[config.mk]
export PLATFORM = sky130hd
export DESIGN_NAME = status_srq_logic
export DESIGN_NICKNAME = d
export VERILOG_FILES = /design/src/cond_sync.v /design/src/status_srq_logic.v
export VERILOG_INCLUDE_DIRS = /design/src
export SDC_FILE = /design/constraint.sdc
export NUM_CORES = 1
export LEC_CHECK = 0
export BUFFER_PORTS_ARGS = -buffer_cell sky130_fd_sc_hd__buf_4
export CORE_MARGIN = 10
export CORE_UTILIZATION = 51
export CTS_BUF_LIST = sky130_fd_sc_hd__clkbuf_4 sky130_fd_sc_hd__clkbuf_8
export DETAILED_ROUTE_END_ITERATION = 7
export PLACE_DENSITY = 0.77
export SETUP_SLACK_MARGIN = 0.2
export SLEW_MARGIN = 20
export SYNTH_ARGS = -nofsm -noshare
export SYNTH_HDL_FRONTEND = slang
export SYNTH_SLANG_ARGS = --single-unit
[constraint.sdc]
create_clock -name clk -period 2.1 [get_ports clk]
set_input_delay 0.42 -clock clk [delete_from_list [all_inputs] [get_ports clk]]
set_output_delay 0.42 -clock clk [all_outputs]
set_load 0.05 [all_outputs]
[src/status_srq_map.vh]
`ifndef STATUS_SRQ_MAP_VH
`define STATUS_SRQ_MAP_VH

// ==========================================================================
// Command codes presented by the command parser on cmd_code.
`define CMD_W                     6
`define CMD_ALL_STATUS_QUERY      6'h01
`define CMD_PRIMARY_STATUS_QUERY  6'h02
`define CMD_REQUEST_GLOBAL_ON     6'h03
`define CMD_REQUEST_GLOBAL_OFF    6'h04
`define CMD_PRIMARY_MASK_WRITE    6'h05
`define CMD_EXT_ONE_MASK_WRITE    6'h06
`define CMD_EXT_TWO_MASK_WRITE    6'h07
`define CMD_EXT_ONE_SUMMARY_ON    6'h08
`define CMD_EXT_ONE_SUMMARY_OFF   6'h09
`define CMD_SWEEP_END_REQ_ON      6'h0A
`define CMD_SWEEP_END_REQ_OFF     6'h0B
`define CMD_UNLEVELED_REQ_ON      6'h0C
`define CMD_UNLEVELED_REQ_OFF     6'h0D
`define CMD_LOCK_FAULT_REQ_ON     6'h0E
`define CMD_LOCK_FAULT_REQ_OFF    6'h0F
`define CMD_RANGE_FAULT_REQ_ON    6'h10
`define CMD_RANGE_FAULT_REQ_OFF   6'h11
`define CMD_SYNTAX_FAULT_REQ_ON   6'h12
`define CMD_SYNTAX_FAULT_REQ_OFF  6'h13
`define CMD_EXT_TWO_SUMMARY_ON    6'h14
`define CMD_EXT_TWO_SUMMARY_OFF   6'h15
`define CMD_LOCKED_UPDATE_BLOCK   6'h16
`define CMD_LOCKED_UPDATE_ALLOW   6'h17
`define CMD_LEVELED_UPDATE_BLOCK  6'h18
`define CMD_LEVELED_UPDATE_ALLOW  6'h19
`define CMD_UNLOCKED_UPDATE_BLOCK 6'h1A
`define CMD_UNLOCKED_UPDATE_ALLOW 6'h1B
`define CMD_PARAM_CHANGE_BLOCK    6'h1C
`define CMD_PARAM_CHANGE_ALLOW    6'h1D
`define CMD_CLEAR_ALL_STATUS      6'h1E

// ==========================================================================
// Bit positions.
`define PRI_EXT_ONE_BIT   0
`define PRI_SWEEP_END_BIT 1
`define PRI_UNLEVELED_BIT 2
`define PRI_LOCK_BIT      3
`define PRI_RANGE_BIT     4
`define PRI_SYNTAX_BIT    5
`define PRI_REQUEST_BIT   6
`define PRI_EXT_TWO_BIT   7
`define EXT_ONE_LOCKED_BIT   3
`define EXT_ONE_LEVELED_BIT  7
`define EXT_TWO_UNLOCKED_BIT 4
`define EXT_TWO_PARAM_BIT    7

// ==========================================================================
// Field layouts: bits in use and bits that latch.
`define PRI_LATCH_MASK     8'hBF
`define EXT_ONE_USED_MASK  8'h8D
`define EXT_ONE_LATCH_MASK 8'h05
`define EXT_TWO_USED_MASK  8'hDC
`define EXT_TWO_LATCH_MASK 8'h4C

// ==========================================================================
// Reset values.
`define STATUS_RESET    8'h00
`define MASK_RESET      8'h00
`define GLOBAL_EN_RESET 1'b0
`define UPDATE_RESET    1'b1

`endif

[src/cond_sync.v]
`timescale 1ns/10ps
`default_nettype none

// ==========================================================================
// Two-stage synchroniser for condition levels arriving from outside.
module cond_sync #(
  parameter WIDTH = 8
) (
  // Clock and reset
  input  wire             clk,
  input  wire             rst_n,
  // Levels
  input  wire [WIDTH-1:0] din,
  output reg  [WIDTH-1:0] dout
);

  reg [WIDTH-1:0] meta_q;

  always @(posedge clk or negedge rst_n) begin
    if (!rst_n) begin
      meta_q <= {WIDTH{1'b0}};
      dout   <= {WIDTH{1'b0}};
    end else begin
      meta_q <= din;
      dout   <= meta_q;
    end
  end

endmodule

`default_nettype wire

[src/status_srq_logic.v]
`timescale 1ns/10ps
`default_nettype none
`include "status_srq_map.vh"

module status_srq_logic #(
  parameter PRI_COND_W = 5
) (
  // Clock and reset
  input  wire                  clk,
  input  wire                  rst_n,
  // Commands from the parser
  input  wire                  cmd_valid,
  input  wire [`CMD_W-1:0]     cmd_code,
  input  wire [7:0]            cmd_arg,
  input  wire                  serial_poll,
  // Instrument conditions
  input  wire [PRI_COND_W-1:0] pri_cond_in,
  input  wire [7:0]            ext_one_cond_in,
  input  wire [7:0]            ext_two_cond_in,
  // Query answers
  output reg                   resp_valid,
  output reg  [7:0]            resp_data,
  output reg                   resp_last,
  output reg                   busy,
  // Serial poll answer
  output reg                   poll_valid,
  output reg  [7:0]            poll_data,
  // Service request and status view
  output reg                   srq,
  output reg  [7:0]            primary_status,
  output reg  [7:0]            extended_status_one,
  output reg  [7:0]            extended_status_two
);

  // ========================================================================
  // Local types and helpers
  localparam [1:0] ST_IDLE = 2'b00;
  localparam [1:0] ST_EXT1 = 2'b01;
  localparam [1:0] ST_EXT2 = 2'b10;

  // Per-bit request enable decode: {hit, on, bit index}.
  function [4:0] req_bit_decode;
    input [`CMD_W-1:0] code;
    begin
      req_bit_decode = 5'h00;
      if (code == `CMD_EXT_ONE_SUMMARY_ON) begin
        req_bit_decode = {1'b1, 1'b1, 3'd`PRI_EXT_ONE_BIT};
      end else if (code == `CMD_EXT_ONE_SUMMARY_OFF) begin
        req_bit_decode = {1'b1, 1'b0, 3'd`PRI_EXT_ONE_BIT};
      end else if (code == `CMD_SWEEP_END_REQ_ON) begin
        req_bit_decode = {1'b1, 1'b1, 3'd`PRI_SWEEP_END_BIT};
      end else if (code == `CMD_SWEEP_END_REQ_OFF) begin
        req_bit_decode = {1'b1, 1'b0, 3'd`PRI_SWEEP_END_BIT};
      end else if (code == `CMD_UNLEVELED_REQ_ON) begin
        req_bit_decode = {1'b1, 1'b1, 3'd`PRI_UNLEVELED_BIT};
      end else if (code == `CMD_UNLEVELED_REQ_OFF) begin
        req_bit_decode = {1'b1, 1'b0, 3'd`PRI_UNLEVELED_BIT};
      end else if (code == `CMD_LOCK_FAULT_REQ_ON) begin
        req_bit_decode = {1'b1, 1'b1, 3'd`PRI_LOCK_BIT};
      end else if (code == `CMD_LOCK_FAULT_REQ_OFF) begin
        req_bit_decode = {1'b1, 1'b0, 3'd`PRI_LOCK_BIT};
      end else if (code == `CMD_RANGE_FAULT_REQ_ON) begin
        req_bit_decode = {1'b1, 1'b1, 3'd`PRI_RANGE_BIT};
      end else if (code == `CMD_RANGE_FAULT_REQ_OFF) begin
        req_bit_decode = {1'b1, 1'b0, 3'd`PRI_RANGE_BIT};
      end else if (code == `CMD_SYNTAX_FAULT_REQ_ON) begin
        req_bit_decode = {1'b1, 1'b1, 3'd`PRI_SYNTAX_BIT};
      end else if (code == `CMD_SYNTAX_FAULT_REQ_OFF) begin
        req_bit_decode = {1'b1, 1'b0, 3'd`PRI_SYNTAX_BIT};
      end else if (code == `CMD_EXT_TWO_SUMMARY_ON) begin
        req_bit_decode = {1'b1, 1'b1, 3'd`PRI_EXT_TWO_BIT};
      end else if (code == `CMD_EXT_TWO_SUMMARY_OFF) begin
        req_bit_decode = {1'b1, 1'b0, 3'd`PRI_EXT_TWO_BIT};
      end
    end
  endfunction

  // Next value of a status byte. Latched bits hold until cleared, and a
  // condition seen in the clearing cycle wins over the clear. Unlatched
  // bits follow their condition while updates are allowed and otherwise
  // hold until cleared.
  function [7:0] status_next;
    input [7:0] cur;
    input [7:0] cond;
    input [7:0] latch;
    input [7:0] used;
    input [7:0] allow;
    input [7:0] clr;
    reg   [7:0] held;
    reg   [7:0] follow;
    begin
      held        = ((cur & ~clr) | cond) & latch;
      follow      = ((cond & allow) | (cur & ~allow & ~clr)) & ~latch;
      status_next = (held | follow) & used;
    end
  endfunction

  // ========================================================================
  // Condition synchronisers
  wire [PRI_COND_W+15:0] cond_sync_w;
  wire [PRI_COND_W-1:0]  pri_cond;
  wire [7:0]             ext_one_cond;
  wire [7:0]             ext_two_cond;

  cond_sync #(
    .WIDTH (PRI_COND_W + 16)
  ) u_cond_sync (
    .clk   (clk),
    .rst_n (rst_n),
    .din   ({pri_cond_in, ext_one_cond_in, ext_two_cond_in}),
    .dout  (cond_sync_w)
  );

  assign pri_cond     = cond_sync_w[PRI_COND_W+15:16];
  assign ext_one_cond = cond_sync_w[15:8];
  assign ext_two_cond = cond_sync_w[7:0];

  // ========================================================================
  // State
  reg [7:0] pri_mask_q;
  reg [7:0] ext_one_mask_q;
  reg [7:0] ext_two_mask_q;
  reg       global_en_q;
  reg       locked_allow_q;
  reg       leveled_allow_q;
  reg       unlocked_allow_q;
  reg       param_allow_q;
  reg [1:0] state_q;
  reg [7:0] snap_one_q;
  reg [7:0] snap_two_q;

  // ========================================================================
  // Command decode
  wire       cmd_hit_all;
  wire       cmd_hit_pri;
  wire       take_all;
  wire       take_pri;
  wire       clear_all;
  wire [4:0] req_dec;

  assign cmd_hit_all = cmd_valid && (cmd_code == `CMD_ALL_STATUS_QUERY);
  assign cmd_hit_pri = cmd_valid && (cmd_code == `CMD_PRIMARY_STATUS_QUERY);
  // Queries are taken only while no multi-byte answer is in flight.
  assign take_all    = cmd_hit_all && (state_q == ST_IDLE);
  assign take_pri    = cmd_hit_pri && (state_q == ST_IDLE);
  assign clear_all   = cmd_valid && (cmd_code == `CMD_CLEAR_ALL_STATUS);
  assign req_dec     = req_bit_decode(cmd_code);

  // ========================================================================
  // Status byte next values
  reg [7:0] pri_cond_v;
  reg [7:0] pri_clr_v;
  reg [7:0] ext_one_allow_v;
  reg [7:0] ext_two_allow_v;
  reg [7:0] ext_clr_v;
  reg [7:0] pri_d;
  reg [7:0] ext_one_d;
  reg [7:0] ext_two_d;

  always @* begin
    pri_cond_v = 8'h00;
    pri_cond_v[`PRI_SYNTAX_BIT:`PRI_SWEEP_END_BIT] = pri_cond;

    // Event bits clear on either query or a clear-all; summaries only on the full query or a clear-all.
    pri_clr_v = {8{take_all | clear_all}};
    pri_clr_v[`PRI_SYNTAX_BIT:`PRI_SWEEP_END_BIT] =
      {PRI_COND_W{take_all | take_pri | clear_all}};
    ext_clr_v = {8{take_all | clear_all}};

    ext_one_allow_v = 8'h00;
    ext_one_allow_v[`EXT_ONE_LOCKED_BIT]  = locked_allow_q;
    ext_one_allow_v[`EXT_ONE_LEVELED_BIT] = leveled_allow_q;
    ext_two_allow_v = 8'h00;
    ext_two_allow_v[`EXT_TWO_UNLOCKED_BIT] = unlocked_allow_q;
    ext_two_allow_v[`EXT_TWO_PARAM_BIT]    = param_allow_q;

    ext_one_d = status_next(extended_status_one, ext_one_cond,
                            `EXT_ONE_LATCH_MASK, `EXT_ONE_USED_MASK,
                            ext_one_allow_v, ext_clr_v);
    ext_two_d = status_next(extended_status_two, ext_two_cond,
                            `EXT_TWO_LATCH_MASK, `EXT_TWO_USED_MASK,
                            ext_two_allow_v, ext_clr_v);

    // Summaries look at the extended bytes as they stand after this edge,
    // so a query that clears an extended byte clears its summary as well.
    pri_cond_v[`PRI_EXT_ONE_BIT] = |(ext_one_d & ext_one_mask_q);
    pri_cond_v[`PRI_EXT_TWO_BIT] = |(ext_two_d & ext_two_mask_q);

    pri_d = status_next(primary_status, pri_cond_v, `PRI_LATCH_MASK,
                        `PRI_LATCH_MASK, 8'hFF, pri_clr_v);

    // Request bit: set by the global enable command, cleared only by a
    // serial poll, and the set wins when both arrive together.
    if (cmd_valid && (cmd_code == `CMD_REQUEST_GLOBAL_ON)) begin
      pri_d[`PRI_REQUEST_BIT] = 1'b1;
    end else if (serial_poll) begin
      pri_d[`PRI_REQUEST_BIT] = 1'b0;
    end else begin
      pri_d[`PRI_REQUEST_BIT] = primary_status[`PRI_REQUEST_BIT];
    end
  end

  always @(posedge clk or negedge rst_n) begin
    if (!rst_n) begin
      primary_status      <= `STATUS_RESET;
      extended_status_one <= `STATUS_RESET;
      extended_status_two <= `STATUS_RESET;
    end else begin
      primary_status      <= pri_d;
      extended_status_one <= ext_one_d;
      extended_status_two <= ext_two_d;
    end
  end

  // ========================================================================
  // Masks, global enable and update controls
  always @(posedge clk or negedge rst_n) begin
    if (!rst_n) begin
      pri_mask_q       <= `MASK_RESET;
      ext_one_mask_q   <= `MASK_RESET;
      ext_two_mask_q   <= `MASK_RESET;
      global_en_q      <= `GLOBAL_EN_RESET;
      locked_allow_q   <= `UPDATE_RESET;
      leveled_allow_q  <= `UPDATE_RESET;
      unlocked_allow_q <= `UPDATE_RESET;
      param_allow_q    <= `UPDATE_RESET;
    end else if (cmd_valid) begin
      if (req_dec[4]) begin
        pri_mask_q[req_dec[2:0]] <= req_dec[3];
      end
      if (cmd_code == `CMD_PRIMARY_MASK_WRITE) begin
        pri_mask_q <= cmd_arg;
      end else if (cmd_code == `CMD_EXT_ONE_MASK_WRITE) begin
        ext_one_mask_q <= cmd_arg;
      end else if (cmd_code == `CMD_EXT_TWO_MASK_WRITE) begin
        ext_two_mask_q <= cmd_arg;
      end else if (cmd_code == `CMD_REQUEST_GLOBAL_ON) begin
        global_en_q <= 1'b1;
      end else if (cmd_code == `CMD_REQUEST_GLOBAL_OFF) begin
        global_en_q <= 1'b0;
      end else if (cmd_code == `CMD_LOCKED_UPDATE_BLOCK) begin
        locked_allow_q <= 1'b0;
      end else if (cmd_code == `CMD_LOCKED_UPDATE_ALLOW) begin
        locked_allow_q <= 1'b1;
      end else if (cmd_code == `CMD_LEVELED_UPDATE_BLOCK) begin
        leveled_allow_q <= 1'b0;
      end else if (cmd_code == `CMD_LEVELED_UPDATE_ALLOW) begin
        leveled_allow_q <= 1'b1;
      end else if (cmd_code == `CMD_UNLOCKED_UPDATE_BLOCK) begin
        unlocked_allow_q <= 1'b0;
      end else if (cmd_code == `CMD_UNLOCKED_UPDATE_ALLOW) begin
        unlocked_allow_q <= 1'b1;
      end else if (cmd_code == `CMD_PARAM_CHANGE_BLOCK) begin
        param_allow_q <= 1'b0;
      end else if (cmd_code == `CMD_PARAM_CHANGE_ALLOW) begin
        param_allow_q <= 1'b1;
      end
    end
  end

  // ========================================================================
  // Service request. The request bit itself is left out of the enable
  // product so that it can never be masked or feed back on itself.
  always @(posedge clk or negedge rst_n) begin
    if (!rst_n) begin
      srq <= 1'b0;
    end else begin
      srq <= global_en_q &&
             (|(primary_status & pri_mask_q & `PRI_LATCH_MASK));
    end
  end

  // ========================================================================
  // Serial poll answer
  always @(posedge clk or negedge rst_n) begin
    if (!rst_n) begin
      poll_valid <= 1'b0;
      poll_data  <= 8'h00;
    end else begin
      poll_valid <= serial_poll;
      if (serial_poll) begin
        poll_data <= primary_status;
      end
    end
  end

  // ========================================================================
  // Query answer sequencer. The bytes are captured in the query cycle, so
  // the answer shows the state before the query's own clear.
  always @(posedge clk or negedge rst_n) begin
    if (!rst_n) begin
      state_q    <= ST_IDLE;
      snap_one_q <= 8'h00;
      snap_two_q <= 8'h00;
      resp_valid <= 1'b0;
      resp_data  <= 8'h00;
      resp_last  <= 1'b0;
      busy       <= 1'b0;
    end else begin
      resp_valid <= 1'b0;
      resp_last  <= 1'b0;
      case (state_q)
        ST_IDLE: begin
          if (take_all) begin
            resp_valid <= 1'b1;
            resp_data  <= primary_status;
            snap_one_q <= extended_status_one;
            snap_two_q <= extended_status_two;
            state_q    <= ST_EXT1;
            busy       <= 1'b1;
          end else if (take_pri) begin
            resp_valid <= 1'b1;
            resp_data  <= primary_status;
            resp_last  <= 1'b1;
          end
        end
        ST_EXT1: begin
          resp_valid <= 1'b1;
          resp_data  <= snap_one_q;
          state_q    <= ST_EXT2;
        end
        ST_EXT2: begin
          resp_valid <= 1'b1;
          resp_data  <= snap_two_q;
          resp_last  <= 1'b1;
          state_q    <= ST_IDLE;
          busy       <= 1'b0;
        end
        default: begin
          state_q <= ST_IDLE;
          busy    <= 1'b0;
        end
      endcase
    end
  end

endmodule

`default_nettype wire

==> impl_results.md <==
- Status: finished, final reports clean
- Fin. max-slew vios: 0
- Ranking of synthesized cells by area: dfrtp_1, mux2_2, dfstp_2
- Placer Congestion: 0.892
- Hold WS: 0.0315 ns
- Max Clk Rate: 530 MHz
- Switch share: 37.7%
- Die height: 110 um
- Critical Path Sink Type: flip-flop
- Pwr Density: 1090 nW/um2
- Flop pwr share: 43.4%
- Critical path class: reg -> reg
- Skew-Pair Late Insertion Delay: 0.37 ns
- First-pass GRT wire length: 14.6 mm
- Number of vias per cell: 5.56
- Die W: 110 um
- Core outline area: 7810 um2
- Fill cells: 603
- Post-synthesis sequential area ratio: 59.7%
- DR vias: 2872
- CTS max path bufs: 2
- DR DRC count: 0
- M1 WL: 3.90 mm
- Vias in the first global route: 2870
- DR pass1 iterations: 4
- Post-synth EDFFs: 0
- Final Cell Area: 5020 um2
- Synth Register Bits: 98
- H-tree levels: 3
- Clock Root Buffer: clkbuf_8
- Startpoint Class: flip-flop
- Row cnt: 32
- DR iter-0 viols: 111
- Final min period: 1.89 ns
- Synth area leader: dfrtp_1
- Post-Route WL: 9.25 mm
- Compound-Gate Fraction of Synth Area: 14.0%
- Async SR Flop Fraction: 100%
- CP Cell Sequence: inv_2 -> ha_4 -> or3b_4 -> o32ai_4 -> nand2_4 -> a221o_1
- Power Internal: 3400 uW
- Wire length on met3: 748 um
- XOR/XNOR Fraction of Synth Area: 0.213%
- Worst-path maximum fanout: 8
- Largest family of logic cells by synthesized area: compound AO/OA/AOI/OAI gates
- Commonest non-fill, non-tap cells in the layout: dfrtp_1, buf_4, mux2_2
- NetSw: 2060 uW
- Worst EP required: 2.35 ns
- Fin util: 64.3%
- Post-detailed-route wirelength per cell: 17.9 um
- N_diodes: 0
- Max_slew headroom: 63.3%
- Mux contribution to synthesized area: 9.03%
- Critical Path Slowest Stage Cell: dfrtp_2
- Die Area: 12100 um2
- Crit path arrival time: 2.14 ns
- Final Setup Violations: 0
- Share of layout cells above drive strength 1: 37.8%
- Logic pwr share: 34.8%
- Worst min path class: in -> async
- Ys flop type: dfrtp_1
- Max VDD drop: 0.683 mV
- Top routing layer in use: met4
- Setup_tns: 0 ns
- Syn. warnings: 0
- All-Layer GR Usage: 15.6%
- Post-Syn Area: 4120 um2
- CTS clk-pin slew, worst paths: 0.10 ns
- Yosys cell types: 53
- P_leak: 0.00223 uW
- # nets final: 455
- Simple-Gate Fraction of Synth Area: 11.1%
- RSZ-0062 raised after global routing: true
- Area share of the largest cell type after synthesis: 57.2%
- Post-synthesis adder-cell area fraction: 1.82%
- DR WL met2: 4.46 mm
- Max Clock Skew: 0.0102 ns
- Final std cells w/o fill: 517
- CP peak stage delay: 0.43 ns
- Area grow syn2layout: 22.0%
- Routed Antenna Nets: 0
- Clock power frac: 21.8%
- Clk sinks: 98
- Number of antenna violations at the first check in global routing: 0
- Synth Area per Inst: 12.4 um2
- TritonCTS clock tree: yes
- Overflow after GRT: 0
- Placed Instance Area: 4740 um2
- Final Hold Vio Count: 0
- Mapped Cells: 331
- Placed Instances: 495
- Ports: 84
- Largest net degree at the start of global routing: 43
- Period utilization: 89.9%
- Input/output buffers: 69
- CTS buffer count: 9
- Maxcap violations: 0
- Most common cell after layout, fill and taps aside: dfrtp_1
- Initial Util: 52.7%
- Slew @ Worst Pin: 0.550 ns
- Post-detail-place hpwl: 6.93 mm
## timing repair
item / CTS / global route
endpoints found under the setup margin: 13 / 8
pin swaps: 4 / 3
resized for setup: 2 / 4
endpoints found under the hold margin: 0 / 0
buffers inserted: 4 / 2
hold buffers: 0 / 0
## Yosys cell counts (2+ instances only)
library cell,count
buf_4,9
ha_1,6
dfrtp_1,94
a22oi_1,8
nand4_1,4
mux2_2,33
nand3_1,9
a221o_1,4
a21oi_1,9
a21o_1,6
nor2b_1,8
o2bb2ai_1,2
and2_1,2
nand3b_1,3
a31oi_1,4
a211o_1,2
nor3_1,4
o32ai_1,2
dfstp_2,4
nand2_1,22
a22o_2,3
nand2b_1,6
buf_2,4
o21ai_0,20
inv_1,9
nor2_1,11
buf_6,2
clkbuf_1,4
or2_2,2
a2bb2oi_1,5
nor4_1,3
a21o_2,3
and2b_1,3
o21bai_1,2
## flip-flops by register name, summed over array words and instances (netlist names), 2 cells and up
name and cells:
u_cond_sync.dout 14, u_cond_sync.meta_q 14, poll_data 8, primary_status 8
resp_data 8, pri_mask_q 7, ext_two_mask_q 5, extended_status_two 5
snap_two_q 5, ext_one_mask_q 4, extended_status_one 4, snap_one_q 4
state_q 2
## final timing paths
kind / startpoint / end / slack (ns) / depth (start not counted)
worst max-delay path: state_q[0] / primary_status[7] / 0.21 / 6
worst min-delay path: rst_n / u_cond_sync.meta_q[4] / 0.03 / 1
worst max register to register: state_q[0] / primary_status[7] / 0.21 / 6
worst min register to register: u_cond_sync.meta_q[20] / u_cond_sync.dout[20] / 0.35 / 0
max in group asynchronous: rst_n / param_allow_q / 1.45 / 2
min in group clk: pri_cond_in[1] / u_cond_sync.meta_q[17] / 0.14 / 1
## final cells by class
| type | count | area [um2] | share of cell area (%) |
|---|---|---|---|
| Sequential cell | 98 | 2460 | 49.0 |
| Multi-Input combinational cell | 210 | 1560 | 31.0 |
| Timing Repair Buffer | 82 | 641 | 12.8 |
| Tap cell | 102 | 128 | 2.54 |
| Clock buffer | 9 | 124 | 2.47 |
| Clock inverter | 7 | 78.8 | 1.57 |
| Inverter | 9 | 33.8 | 0.673 |
## through the flow
stage                     worst slack [ns]  total power, uW
final                                0.213             5450
after global routing                 0.157             5760
after CTS                            0.171             5460
after detailed placement             0.109             4220
after global placement               0.142             4160
after floorplan                      0.151             3650
## cells by family after synthesis
logic type,Yosys count
flip-flops,98
AND/OR/NAND/NOR,84
AO/OA/AOI/OAI,79
multiplexers,33
buffers and inverters,29
adder cells (fa/ha/maj),6
other,1
XOR/XNOR,1
## worst max-delay path: cells and delay by family (launching register included)
family / cells / cell delay (ns)
AOI/OAI and AO/OA: 2 / 0.58
adders and majority gates: 1 / 0.13
DFF: 1 / 0.43
and+or+nand+nor: 2 / 0.55
buffers and inverters: 1 / 0.08
## metal layers
layer | global-route usage [%] | vias to the layer above
met3 | 3.80 | 14
met4 | 6.13 | 0
met2 | 24.5 | 92
met5 | 0 | -
met1 | 20.5 | 1423
li1 | - | 1343
## power groups by stage
stage,logic (uW),clock network [uW],registers [uW]
2_1_floorplan,807,0,2840
3_3_place_gp,1760,0,2400
3_5_place_dp,1800,0,2420
4_1_cts,1870,1230,2370
5_1_grt,2050,1310,2400
6_report,1900,1190,2370
No activity file was read; power rests on OpenSTA's default activity.
